File: src/rtl/otf_pkg.sv
package otf_pkg;

  // Register offsets on the management port.
  localparam logic [7:0] OTF_ADDR_FAULT_THR = 8'h4f;
  localparam logic [7:0] OTF_ADDR_ACTION = 8'h50;
  localparam logic [7:0] OTF_ADDR_WARN_THR = 8'h51;

  // Field positions inside the fault action register.
  localparam int OTF_RESP_HI = 7;
  localparam int OTF_RESP_LO = 6;
  localparam int OTF_RETRY_HI = 5;
  localparam int OTF_RETRY_LO = 3;
  localparam int OTF_DLY_HI = 2;
  localparam int OTF_DLY_LO = 0;

  // Reset values of the registers.
  localparam logic [7:0] OTF_ACTION_RST = 8'h80;
  localparam logic [7:0] OTF_FAULT_THR_RST = 8'h7d;
  localparam logic [7:0] OTF_WARN_THR_RST = 8'h69;

  // Threshold range in degrees; the all-ones code switches a limit off.
  localparam logic [7:0] OTF_THR_MAX = 8'ha0;
  localparam logic [7:0] OTF_THR_OFF = 8'hff;

  // Response field codes.
  localparam logic [1:0] OTF_RESP_IGNORE = 2'h0;
  localparam logic [1:0] OTF_RESP_DELAY = 2'h1;
  localparam logic [1:0] OTF_RESP_DISABLE = 2'h2;
  localparam logic [1:0] OTF_RESP_COOL = 2'h3;

  // Retry field codes.
  localparam logic [2:0] OTF_RETRY_LATCH = 3'h0;
  localparam logic [2:0] OTF_RETRY_FOREVER = 3'h7;

  // Delay field code zero stands for a ten millisecond delay.
  localparam logic [3:0] OTF_DLY_CODE0_MS = 4'ha;

  // Timing: one millisecond expressed in clock cycles of the 5 ns clock.
  localparam int OTF_CLK_PERIOD_PS = 5000;
  localparam int OTF_MS_PS = 1000000000;
  localparam int OTF_MS_CYCLES = OTF_MS_PS / OTF_CLK_PERIOD_PS;

  // Fault response sequencer states.
  typedef enum logic [2:0] {
    OTF_RUN,
    OTF_DELAY,
    OTF_COOL,
    OTF_HICCUP,
    OTF_RESTART,
    OTF_LATCH,
    OTF_LOCK
  } otf_state_t;

endpackage

File: src/rtl/otf_tmr_if.sv
`timescale 1ns/1ps
interface otf_tmr_if #(
  parameter int RISE_W = 16
);
  logic start;
  logic use_rise;
  logic [3:0] ms;
  logic [RISE_W-1:0] rise;
  logic done;

  modport ctl(output start, output use_rise, output ms, output rise, input done);
  modport tmr(input start, input use_rise, input ms, input rise, output done);
endinterface

File: src/rtl/otf_delay_timer.sv
`timescale 1ns/1ps
module otf_delay_timer #(
  parameter int MS_CYCLES = 200000,
  parameter int RISE_W = 16
) (
  input wire logic i_sys_clk,
  input wire logic i_rst,
  otf_tmr_if.tmr tmr
);
  import otf_pkg::*;

  localparam int PRE_W = ($clog2(MS_CYCLES) > RISE_W) ? $clog2(MS_CYCLES) : RISE_W;
  localparam logic [PRE_W-1:0] PRE_RELOAD = PRE_W'(MS_CYCLES - 1);

  logic busy_ff, nxt_busy;
  logic done_ff, nxt_done;
  logic [PRE_W-1:0] pre_ff, nxt_pre;
  logic [3:0] ms_left_ff, nxt_ms_left;

  // A start restarts the count even while busy, so the sequencer owns the timing.
  always_comb begin
    nxt_busy = busy_ff;
    nxt_pre = pre_ff;
    nxt_ms_left = ms_left_ff;
    nxt_done = 1'b0;
    if (tmr.start) begin
      nxt_busy = 1'b1;
      if (tmr.use_rise) begin
        nxt_pre = (tmr.rise == '0) ? '0 : PRE_W'(tmr.rise - 1'b1);
        nxt_ms_left = 4'h0;
      end else begin
        nxt_pre = PRE_RELOAD;
        nxt_ms_left = (tmr.ms == 4'h0) ? 4'h0 : tmr.ms - 4'h1;
      end
    end else if (busy_ff) begin
      if (pre_ff != '0) begin
        nxt_pre = pre_ff - 1'b1;
      end else if (ms_left_ff != 4'h0) begin
        nxt_ms_left = ms_left_ff - 4'h1;
        nxt_pre = PRE_RELOAD;
      end else begin
        nxt_busy = 1'b0;
        nxt_done = 1'b1;
      end
    end
  end

  // Plain registers for the timer state.
  always_ff @(posedge i_sys_clk) begin
    if (i_rst) begin
      busy_ff <= 1'b0;
      done_ff <= 1'b0;
      pre_ff <= '0;
      ms_left_ff <= 4'h0;
    end else begin
      busy_ff <= nxt_busy;
      done_ff <= nxt_done;
      pre_ff <= nxt_pre;
      ms_left_ff <= nxt_ms_left;
    end
  end

  assign tmr.done = done_ff;

endmodule

File: src/rtl/otf_fault_response.sv
`timescale 1ns/1ps
module otf_fault_response #(
  parameter int MS_CYCLES = otf_pkg::OTF_MS_CYCLES,
  parameter int RISE_W = 16
) (
  input wire logic i_sys_clk,
  input wire logic i_rst,
  input wire logic i_reg_wr,
  input wire logic i_reg_rd,
  input wire logic [7:0] i_reg_addr,
  input wire logic [7:0] i_reg_wdata,
  output logic [7:0] o_reg_rdata,
  input wire logic [7:0] i_temp_deg,
  input wire logic i_die_shutdown,
  input wire logic i_output_request,
  input wire logic i_clear_faults,
  input wire logic [RISE_W-1:0] i_rise_cycles,
  output logic o_output_enable,
  output logic o_alert_line_n,
  output logic o_status_ot_fault,
  output logic o_ot_warning,
  output logic [2:0] o_retry_count,
  output logic o_latched
);
  import otf_pkg::*;

  // Refuse parameter values that the timer cannot count with.
  if (MS_CYCLES < 1 || RISE_W < 1 || RISE_W > 32) begin : g_bad_param
    $error("otf_fault_response: MS_CYCLES and RISE_W out of range");
  end

  otf_tmr_if #(.RISE_W(RISE_W)) tmr_if ();

  otf_delay_timer #(
    .MS_CYCLES(MS_CYCLES),
    .RISE_W(RISE_W)
  ) u_timer (
    .i_sys_clk(i_sys_clk),
    .i_rst(i_rst),
    .tmr(tmr_if.tmr)
  );

  // ---------------------------------------------------------------------
  // Register file.
  logic [7:0] action_ff, nxt_action;
  logic [7:0] fault_thr_ff, nxt_fault_thr;
  logic [7:0] warn_thr_ff, nxt_warn_thr;
  logic [7:0] rdata_ff, nxt_rdata;

  // Limits above the documented span are clamped, except the disable code.
  function automatic logic [7:0] clamp_thr(input logic [7:0] v);
    if (v == OTF_THR_OFF || v <= OTF_THR_MAX) begin
      clamp_thr = v;
    end else begin
      clamp_thr = OTF_THR_MAX;
    end
  endfunction

  // Writes land the cycle after the strobe; reads answer one cycle later.
  always_comb begin
    nxt_action = action_ff;
    nxt_fault_thr = fault_thr_ff;
    nxt_warn_thr = warn_thr_ff;
    nxt_rdata = rdata_ff;
    if (i_reg_wr) begin
      unique case (i_reg_addr)
        OTF_ADDR_ACTION: nxt_action = i_reg_wdata;
        OTF_ADDR_FAULT_THR: nxt_fault_thr = clamp_thr(i_reg_wdata);
        OTF_ADDR_WARN_THR: nxt_warn_thr = clamp_thr(i_reg_wdata);
        default: ;
      endcase
    end
    if (i_reg_rd) begin
      unique case (i_reg_addr)
        OTF_ADDR_ACTION: nxt_rdata = action_ff;
        OTF_ADDR_FAULT_THR: nxt_rdata = fault_thr_ff;
        OTF_ADDR_WARN_THR: nxt_rdata = warn_thr_ff;
        default: nxt_rdata = 8'h00;
      endcase
    end
  end

  // Register storage.
  always_ff @(posedge i_sys_clk) begin
    if (i_rst) begin
      action_ff <= OTF_ACTION_RST;
      fault_thr_ff <= OTF_FAULT_THR_RST;
      warn_thr_ff <= OTF_WARN_THR_RST;
      rdata_ff <= 8'h00;
    end else begin
      action_ff <= nxt_action;
      fault_thr_ff <= nxt_fault_thr;
      warn_thr_ff <= nxt_warn_thr;
      rdata_ff <= nxt_rdata;
    end
  end

  // ---------------------------------------------------------------------
  // Field decode and temperature comparison.
  logic [1:0] resp;
  logic [2:0] retry;
  logic [2:0] dly;
  logic hot;
  logic warm;
  logic cool_ok;

  assign resp = action_ff[OTF_RESP_HI:OTF_RESP_LO];
  assign retry = action_ff[OTF_RETRY_HI:OTF_RETRY_LO];
  assign dly = action_ff[OTF_DLY_HI:OTF_DLY_LO];
  // The disable code turns off the limit only; the die sensor still trips.
  assign hot = (fault_thr_ff != OTF_THR_OFF) && (i_temp_deg >= fault_thr_ff);
  assign warm = (warn_thr_ff != OTF_THR_OFF) && (i_temp_deg >= warn_thr_ff);
  // With the warning disabled, cooling is judged against the fault limit instead.
  assign cool_ok = (warn_thr_ff == OTF_THR_OFF) ? !hot : !warm;

  // ---------------------------------------------------------------------
  // Fault response sequencer.
  otf_state_t state_ff, nxt_state;
  logic [2:0] tries_ff, nxt_tries;
  logic out_en_ff, nxt_out_en;
  logic status_ff, nxt_status;
  logic alert_n_ff, nxt_alert_n;
  logic warn_ff, nxt_warn;
  logic hot_q_ff, nxt_hot_q;
  logic tmr_start;
  logic tmr_use_rise;
  logic [3:0] tmr_ms;
  logic hot_rise;

  // Only a fresh crossing of the limit starts a response from the run state.
  assign hot_rise = hot && !hot_q_ff;

  // Milliseconds for a delay code; code zero maps to ten.
  function automatic logic [3:0] dly_ms(input logic [2:0] code);
    dly_ms = (code == 3'h0) ? OTF_DLY_CODE0_MS : {1'b0, code};
  endfunction

  always_comb begin
    nxt_state = state_ff;
    nxt_tries = tries_ff;
    nxt_out_en = out_en_ff;
    nxt_hot_q = hot;
    nxt_warn = warm;
    tmr_start = 1'b0;
    tmr_use_rise = 1'b0;
    tmr_ms = dly_ms(dly);
    // Sticky fault flag: a new fault in the clear cycle still sets it.
    nxt_status = hot || (status_ff && !i_clear_faults);
    nxt_alert_n = !nxt_status;
    unique case (state_ff)
      OTF_RUN: begin
        nxt_out_en = i_output_request;
        if (hot_rise && i_output_request) begin
          unique case (resp)
            OTF_RESP_IGNORE: nxt_state = OTF_RUN;
            OTF_RESP_DELAY: begin
              nxt_state = OTF_DELAY;
              tmr_start = 1'b1;
            end
            OTF_RESP_DISABLE: begin
              nxt_out_en = 1'b0;
              nxt_state = OTF_HICCUP;
              tmr_start = 1'b1;
            end
            OTF_RESP_COOL: begin
              nxt_out_en = 1'b0;
              nxt_state = OTF_COOL;
            end
          endcase
          if (resp != OTF_RESP_IGNORE && retry == OTF_RETRY_LATCH) begin
            nxt_out_en = 1'b0;
            nxt_state = OTF_LATCH;
            tmr_start = 1'b0;
          end
          if (resp == OTF_RESP_DELAY && retry == OTF_RETRY_LATCH) begin
            nxt_out_en = 1'b1;
            nxt_state = OTF_DELAY;
            tmr_start = 1'b1;
          end
        end
      end
      OTF_DELAY: begin
        // The output keeps running while the delay runs out.
        if (!hot) begin
          nxt_state = OTF_RUN;
        end else if (tmr_if.done) begin
          nxt_out_en = 1'b0;
          if (retry == OTF_RETRY_LATCH) begin
            nxt_state = OTF_LATCH;
          end else begin
            nxt_state = OTF_HICCUP;
            tmr_start = 1'b1;
          end
        end
      end
      OTF_COOL: begin
        nxt_out_en = 1'b0;
        if (cool_ok) begin
          nxt_state = OTF_HICCUP;
          tmr_start = 1'b1;
        end
      end
      OTF_HICCUP: begin
        // Off period of one attempt; code zero uses the rise time instead.
        nxt_out_en = 1'b0;
        if (tmr_if.done) begin
          nxt_state = OTF_RESTART;
          nxt_out_en = 1'b1;
          nxt_tries = (tries_ff == 3'h7) ? 3'h7 : tries_ff + 3'h1;
          tmr_start = 1'b1;
          tmr_use_rise = 1'b1;
        end
      end
      OTF_RESTART: begin
        // An attempt succeeds when the fault is gone once the output has risen.
        if (tmr_if.done) begin
          if (!hot) begin
            nxt_state = OTF_RUN;
            nxt_tries = 3'h0;
          end else if (retry == OTF_RETRY_FOREVER || tries_ff < retry) begin
            nxt_out_en = 1'b0;
            nxt_state = (resp == OTF_RESP_COOL) ? OTF_COOL : OTF_HICCUP;
            tmr_start = (resp != OTF_RESP_COOL);
          end else begin
            nxt_out_en = 1'b0;
            nxt_state = OTF_LOCK;
          end
        end
      end
      OTF_LATCH: begin
        nxt_out_en = 1'b0;
        if (i_clear_faults) begin
          nxt_state = OTF_RUN;
          nxt_tries = 3'h0;
        end
      end
      OTF_LOCK: begin
        // Only a reset leaves this state.
        nxt_out_en = 1'b0;
      end
      default: begin
        nxt_state = OTF_RUN;
        nxt_out_en = 1'b0;
      end
    endcase
    // Shared hiccup timing: delay code zero follows the rise time.
    if (tmr_start && nxt_state == OTF_HICCUP && dly == 3'h0) begin
      tmr_use_rise = 1'b1;
    end
    // Disabling the output ends any retry sequence, except the latch and the reset-only lock.
    if (!i_output_request && state_ff != OTF_LOCK && state_ff != OTF_LATCH) begin
      nxt_state = OTF_RUN;
      nxt_out_en = 1'b0;
      nxt_tries = 3'h0;
      tmr_start = 1'b0;
    end
    // The on-die shutdown overrides every mode, even a disabled fault limit.
    if (i_die_shutdown) begin
      nxt_out_en = 1'b0;
    end
  end

  assign tmr_if.start = tmr_start;
  assign tmr_if.use_rise = tmr_use_rise;
  assign tmr_if.ms = tmr_ms;
  assign tmr_if.rise = i_rise_cycles;

  // Sequencer state and output flops.
  always_ff @(posedge i_sys_clk) begin
    if (i_rst) begin
      state_ff <= OTF_RUN;
      tries_ff <= 3'h0;
      out_en_ff <= 1'b0;
      status_ff <= 1'b0;
      alert_n_ff <= 1'b1;
      warn_ff <= 1'b0;
      hot_q_ff <= 1'b0;
    end else begin
      state_ff <= nxt_state;
      tries_ff <= nxt_tries;
      out_en_ff <= nxt_out_en;
      status_ff <= nxt_status;
      alert_n_ff <= nxt_alert_n;
      warn_ff <= nxt_warn;
      hot_q_ff <= nxt_hot_q;
    end
  end

  // Every output is a flop; the latched flag is the registered state decode.
  logic latched_ff, nxt_latched;

  assign nxt_latched = (nxt_state == OTF_LATCH) || (nxt_state == OTF_LOCK);

  always_ff @(posedge i_sys_clk) begin
    if (i_rst) begin
      latched_ff <= 1'b0;
    end else begin
      latched_ff <= nxt_latched;
    end
  end

  assign o_reg_rdata = rdata_ff;
  assign o_output_enable = out_en_ff;
  assign o_alert_line_n = alert_n_ff;
  assign o_status_ot_fault = status_ff;
  assign o_ot_warning = warn_ff;
  assign o_retry_count = tries_ff;
  assign o_latched = latched_ff;

endmodule

File: config.mk
export PLATFORM = sky130hd
export DESIGN_NAME = otf_fault_response
export DESIGN_NICKNAME = d
export VERILOG_FILES = /design/src/rtl/otf_pkg.sv /design/src/rtl/otf_tmr_if.sv /design/src/rtl/otf_delay_timer.sv /design/src/rtl/otf_fault_response.sv
export SDC_FILE = /design/constraint.sdc
export NUM_CORES = 1
export LEC_CHECK = 0
export ABC_CLOCK_PERIOD_IN_PS = 3640
export BUFFER_PORTS_ARGS = -buffer_cell sky130_fd_sc_hd__buf_2
export CAP_MARGIN = 5
export CORE_MARGIN = 5
export CORE_UTILIZATION = 45
export DETAILED_ROUTE_END_ITERATION = 10
export PLACE_DENSITY = 0.64
export SLEW_MARGIN = 20
export SYNTH_ARGS = -nofsm -noshare
export SYNTH_HDL_FRONTEND = slang
export SYNTH_SLANG_ARGS = --single-unit
File: constraint.sdc
create_clock -name i_sys_clk -period 3.64 [get_ports i_sys_clk]
set_input_delay 0.728 -clock i_sys_clk [delete_from_list [all_inputs] [get_ports i_sys_clk]]
set_output_delay 0.728 -clock i_sys_clk [all_outputs]
set_load 0.005 [all_outputs]
==> flow_summary.yaml, run 1 <==
cells_and_area:
  nets: 703
  drive_gt1_frac: 0.164
  n_antenna_cell: 0
  syn_to_final_growth_pct: 14.5
  final_util: 0.526
timing:
  worstMarginPinSlew_ps: 726
  tns_ps: 0
  skew_ps: 10.4
  rsz0062_at_grt: "no"
  period_minus_slack_ps: 3130
  timing.final.crit_share: 0.860
  drv_slew: 0
  setup_viol: 0
  relSlewSlack: 0.503
  max_freq_mhz: 319
  final-hold-violation-count: 0
worst_setup_path:
  reg2reg_from: "action_ff[4]$_SDFFE_PP0P_"
  endpoint: "u_timer.pre_ff[3]$_SDFFE_PP0P_"
  cp_cell_sequence: "buf_2, inv_1, ha_1, nand2b_1, a2111oi_0, o32ai_1, or4_1, o211ai_1, o22ai_1, buf_4, o2bb2ai_1, a211oi_1"
  worstSetupPathType: "input port to flip-flop"
  cp.required_ps: 3920
  worstSetupStartpointType: "input port"
  reg2regPathDepth: 10
  worstReg2RegEnd: "u_timer.pre_ff[3]$_SDFFE_PP0P_"
  cp_slowest_stage_delay_ps: 430
  crit_fanout: 6
  slowest_stage: "or4_1"
  r2r_setup_slack_ps: 550
  crit_path_end_kind: "flip-flop"
  worstPathArrival_ps: 3410
  crit_start: "i_temp_deg[0]"
cts:
  clkLatencyLatePin_ps: 370
  path_clk_slew_ps: 80
  post-cts-setup-buffer-count: 0
  clkSinkCount: 68
  cts_resized: 0
  tritoncts: "built"
  cts_inserted_buffers: 9
  cts_root_buf: "clkbuf_8"
  cts_hold_buf: 0
  cts.path.max_buffers: 2
  cts.htree.levels: 3
logic_synthesis:
  avgSynthCellArea_sq_um: 7.85
  synth_async_sr_flop_share: 0
  synthMuxAreaShare: 0.0493
  synth_edf_count: 0
  yosysUniqueCellTypes: 64
  synth-xor-area-share: 0.0353
  yosysWarningCount: 0
  yosysSeqAreaShare: 0.305
  ys.flop_type: "dfxtp_1"
  syn_area_sq_um: 4470
  synth_top_family_by_area: "simple AND/OR/NAND/NOR gates"
  synthAdderAreaFrac: 0.0756
  synth_nets: 643
  syn_inst: 569
  ys_ff_latch: 68
  synth_compound_area_frac: 0.229
  synthSimpleGateAreaFrac: 0.252
placement:
  place.gp.congestion: 0.884
  hpwl_mm: 9.36
  numPortBuffers: 62
floorplanning:
  fp-row-count: 36
  die_w_microns: 110
  die_height_microns: 110
  initial_core_util: 0.459
  die-area_sq_um: 12000
  core-area_sq_um: 9730
  io_pins: 63
power:
  leakage_uw: 0.00232
  powerDensity_nw_per_um2: 306
  irDropWorstVdd_v: 0.000162
global_routing:
  grt_max_degree: 36
  grt_pass1_vias: 4229
  antenna_found_initial: 0
  grt_overflow_total: 0
  grt_usage: 0.216
  grt_pass1_wl_mm: 20.2
status:
  status: "complete, no violations"
detailed_routing:
  wl_per_cell_microns: 16.1
  firstDrtPassIters: 5
  drt-total-wl_mm: 12.4
  dr.first_iter.drc_count: 195
  num_vias: 4398
  drc_errors: 0
  final_antenna_net_count: 0
  vias_per_cell: 5.73
job:
  cap_viol_max_count: 0
worst_hold_path:
  hp-class: "flip-flop to flip-flop"
  hp-start: "o_reg_rdata[4]$_SDFFE_PP0P_"
-- metrics by stage --
stage | instances | setup slack (ps) | hold slack, ps | total power, uW | area, sq um
CTS | 767 | 522 | 492 | 1580 | 5120
floorplan | 569 | 420 | 456 | 859 | 4470
global placement | 751 | 196 | 472 | 930 | 4920
finish | 767 | 510 | 489 | 1560 | 5120
detailed placement | 751 | 109 | 481 | 932 | 4920
global route | 767 | 211 | 525 | 1620 | 5120
-- sequential cells by signal, summed over array words and instances (netlist names) --
signal and count:
u_timer.pre_ff 18, action_ff 8, fault_thr_ff 8, o_reg_rdata 8, warn_thr_ff 8, u_timer.ms_left_ff 4, o_retry_count 3, state_ff 3
hot_q_ff 1, o_alert_line_n 1, o_latched 1, o_ot_warning 1, o_output_enable 1, o_status_ot_fault 1, u_timer.busy_ff 1, u_timer.tmr.done 1
-- cell usage in the layout, fill, tap and decap left out, types with 22 or more instances in the layout --
master   netlist  layout
ha_1          27      27
nand2_1       54      54
inv_1         34      34
o21ai_0       22      22
dfxtp_1       68      68
nor2_1        72      72
mux2i_1       22      22
buf_2          2      62
a21oi_1       34      34
nor3_1        25      25
-- report_power, final --
group	switching, uW	internal (uW)	total, uW	leakage (uW)
Clock	315	333	648	0.0000983
Sequential	7.15	752	759	0.000551
Combinational	93.0	63.5	157	0.00167
Total	415	1150	1560	0.00232
-- layer usage --
metal / track usage / vias to the layer above / wire, microns
li1: - / 2206 / -
met1: 0.282 / 2031 / 5660
met2: 0.344 / 127 / 5760
met3: 0.0452 / 34 / 604
met4: 0.0971 / 0 / 364
met5: 0 / - / 0
-- synth_stat cells, types with 3 or more instances --
cell,instances,area (sq um)
nand4_1,8,50.1
a211oi_1,16,120
ha_1,27,338
nand3b_1,3,22.5
o22ai_1,6,37.5
inv_1,34,128
nand2b_1,8,50.1
or3_1,7,43.8
nor3_1,25,125
o211ai_1,12,90.1
or4_1,8,60.1
o21ai_0,22,110
o31ai_1,4,30.0
a211o_1,3,26.3
a22oi_1,4,30.0
nor4_1,10,62.6
nand2_1,54,203
nor2_1,72,270
nor2b_1,9,56.3
a221oi_1,4,35.0
xor2_1,8,70.1
a2111oi_0,3,26.3
dfxtp_1,68,1360
a21oi_1,34,170
mux2i_1,22,220
a22o_1,3,26.3
o21a_1,4,30.0
clkbuf_1,18,67.6
xnor2_1,10,87.6
o32ai_1,3,26.3
nand3_1,9,45.0
-- worst min-delay path by stage --
stage	end	slack, ps	cells past startpoint
after floorplan	u_timer.pre_ff[16]$_SDFFE_PP0P_	460	2
after global placement	o_reg_rdata[4]$_SDFFE_PP0P_	470	2
after detailed placement	o_reg_rdata[4]$_SDFFE_PP0P_	480	2
after CTS	o_reg_rdata[4]$_SDFFE_PP0P_	490	2
after global routing	o_reg_rdata[2]$_SDFFE_PP0P_	530	2
final	o_reg_rdata[4]$_SDFFE_PP0P_	490	2
-- cell type report --
| cell class | count | area [sq um] |
|---|---|---|
| Timing Repair Buffer | 73 | 393 |
| Multi-Input combinational cell | 442 | 2870 |
| Fill cell | 988 | 4610 |
| Clock buffer | 10 | 138 |
| Sequential cell | 68 | 1360 |
| Tap cell | 133 | 166 |
| Inverter | 35 | 131 |
| Clock inverter | 6 | 63.8 |
-- logic make-up (layout without fill, tap and decap cells) --
family	Yosys count	in the layout
AOI/OAI and AO/OA	146	146
xor gates and xnor gates	18	18
adders and majority gates	27	27
buffers and inverters	59	124
DFF	68	68
muxes	22	22
and+or+nand+nor	229	229
-- worst max-delay path: cells and delay by family --
kind,cells,cell delay [ps]
and+or+nand+nor,2,570
adders and majority gates,1,280
AOI/OAI and AO/OA,6,1480
buffers and inverters,3,350
(Power assumes the default switching activity.)
==> run 2, diff against run 1 <==
--- a/config.mk
+++ b/config.mk
@@ -11,7 +11,7 @@
 export CORE_MARGIN = 5
 export CORE_UTILIZATION = 45
 export DETAILED_ROUTE_END_ITERATION = 10
-export PLACE_DENSITY = 0.64
+export PLACE_DENSITY = 0.7
 export SLEW_MARGIN = 20
 export SYNTH_ARGS = -nofsm -noshare
 export SYNTH_HDL_FRONTEND = slang
==> run 2 against run 1 <==
Compared with the run above:
- critical path depth is 2 higher
- die area is the same
- register-to-register slack got worse by 130 ps
- clock power decreased by 13%
- non-clock buffer count is 3 higher
- cell area is essentially flat
- critical endpoint is now u_timer.pre_ff[9]$_SDFFE_PP0P_
==> flow_summary.yaml, run 2 (synthesized netlist as in run 1, its figures left out) <==
worst_setup_path:
  crit_path_end_kind: "flip-flop"
  r2r_setup_slack_ps: 420
  cp.required_ps: 3890
  worstPathArrival_ps: 3580
  crit_fanout: 13
  worstSetupStartpointType: "input port"
  worstSetupPathType: "input port to flip-flop"
cells_and_area:
  top_register: "u_timer.pre_ff"
  mostFrequentLayoutCells: "nor2_1 (72), dfxtp_1 (68), buf_2 (62)"
  final_util: 0.526
  syn_to_final_growth_pct: 14.4
  n_antenna_cell: 0
  nets: 706
  fill_cells: 976
  final_common_cell: "nor2_1"
  largest_reg_flops: 18
  drive_gt1_frac: 0.168
  post_layout_nonfiller_instances: 770
cts:
  cts_inserted_buffers: 9
  tritoncts: "built"
  post-cts-setup-buffer-count: 0
  cts_hold_buf: 0
  clkSinkCount: 68
  cts.path.max_buffers: 2
  path_clk_slew_ps: 80
  clkLatencyLatePin_ps: 360
  cts_root_buf: "clkbuf_8"
  cts.htree.levels: 3
  cts_resized: 0
global_routing:
  grt_pass1_wl_mm: 19.6
  grt_usage: 0.206
  antenna_found_initial: 0
  grt_pass1_vias: 4040
  grt_overflow_total: 0
  grt_max_degree: 35
placement:
  hpwl_mm: 9.13
  place.gp.congestion: 0.888
  dpl.cell_count: 754
  numPortBuffers: 62
detailed_routing:
  firstDrtPassIters: 7
  dr.first_iter.drc_count: 346
  wl_per_cell_microns: 15.9
  drc_errors: 0
  drt-total-wl_mm: 12.2
  final_antenna_net_count: 0
  vias_per_cell: 5.78
  num_vias: 4449
timing:
  period_minus_slack_ps: 3320
  tns_ps: 0
  max_freq_mhz: 301
  final-hold-violation-count: 0
  rsz0062_at_grt: "no"
  skew_ps: 14.0
  setup_viol: 0
  drv_slew: 0
  worstMarginPinSlew_ps: 646
  relSlewSlack: 0.558
  timing.final.crit_share: 0.913
power:
  combPwrFrac: 0.107
  switchingPower_uw: 418
  p_total_uw: 1490
  p_seq_frac: 0.512
  irDropWorstVdd_v: 0.000149
  switching_share: 0.282
  p_int_uw: 1070
  clkPwrFrac: 0.382
  leakage_uw: 0.00231
  powerDensity_nw_per_um2: 290
status:
  status: "complete, no violations"
floorplanning:
  die_height_microns: 110
  die-area_sq_um: 12000
  die_w_microns: 110
  core-area_sq_um: 9730
  initial_core_util: 0.459
  fp-row-count: 36
  io_pins: 63
job:
  cap_viol_max_count: 0
worst_hold_path:
  hp-class: "flip-flop to flip-flop"
[run 2: layer usage]
metal / routed length, microns / part of all wire / vias up / GRT usage
met5: 0 / 0 / - / 0
met4: 242 / 0.020 / 0 / 0.0730
met3: 698 / 0.057 / 24 / 0.0435
met2: 5670 / 0.46 / 141 / 0.324
met1: 5630 / 0.46 / 2062 / 0.278
li1: - / - / 2222 / -
[run 2: metrics by stage]
step                worst slack [ps]  hold slack [ps]  area (sq um)
CTS                              342              490          5110
finish                           316              490          5110
floorplan                        420              456          4470
detailed placement               119              475          4940
global placement                 187              471          4940
global route                     113              513          5110
[run 2: path summary, 6_finish.rpt]
check / from / end / depth (start not counted)
max: i_temp_deg[0] / u_timer.pre_ff[9]$_SDFFE_PP0P_ / 14
min: o_reg_rdata[7]$_SDFFE_PP0P_ / o_reg_rdata[7]$_SDFFE_PP0P_ / 2
max reg2reg: fault_thr_ff[0]$_SDFFE_PP1P_ / u_timer.pre_ff[9]$_SDFFE_PP0P_ / 12
min reg2reg: o_reg_rdata[7]$_SDFFE_PP0P_ / o_reg_rdata[7]$_SDFFE_PP0P_ / 2
[run 2: power groups by stage]
stage | sequential (uW) | combinational [uW] | clock [uW]
2_1_floorplan | 775 | 84.7 | 0
3_3_place_gp | 777 | 153 | 0
3_5_place_dp | 777 | 156 | 0
4_1_cts | 760 | 158 | 581
5_1_grt | 761 | 175 | 617
6_report | 760 | 159 | 567
[run 2: critical path, cell delays in order]
cell	delay, ps
buf_2	80
inv_1	50
ha_1	280
nand2b_1	140
a2111oi_0	520
o32ai_1	220
buf_4	200
o31ai_1	70
o211ai_1	280
o21a_1	250
buf_4	180
o21ai_1	270
inv_1	90
a32o_1	210
[run 2: cell type report]
class                   count  area [sq um]  share of cell area
inverters                  35           131              0.0257
repair buffers             76           415              0.0812
clock buffers               9           124              0.0242
clock inverters             7          50.0             0.00979
flip-flops and latches     68          1360               0.266
well taps                 133           166              0.0325
multi-input cells         442          2870               0.560
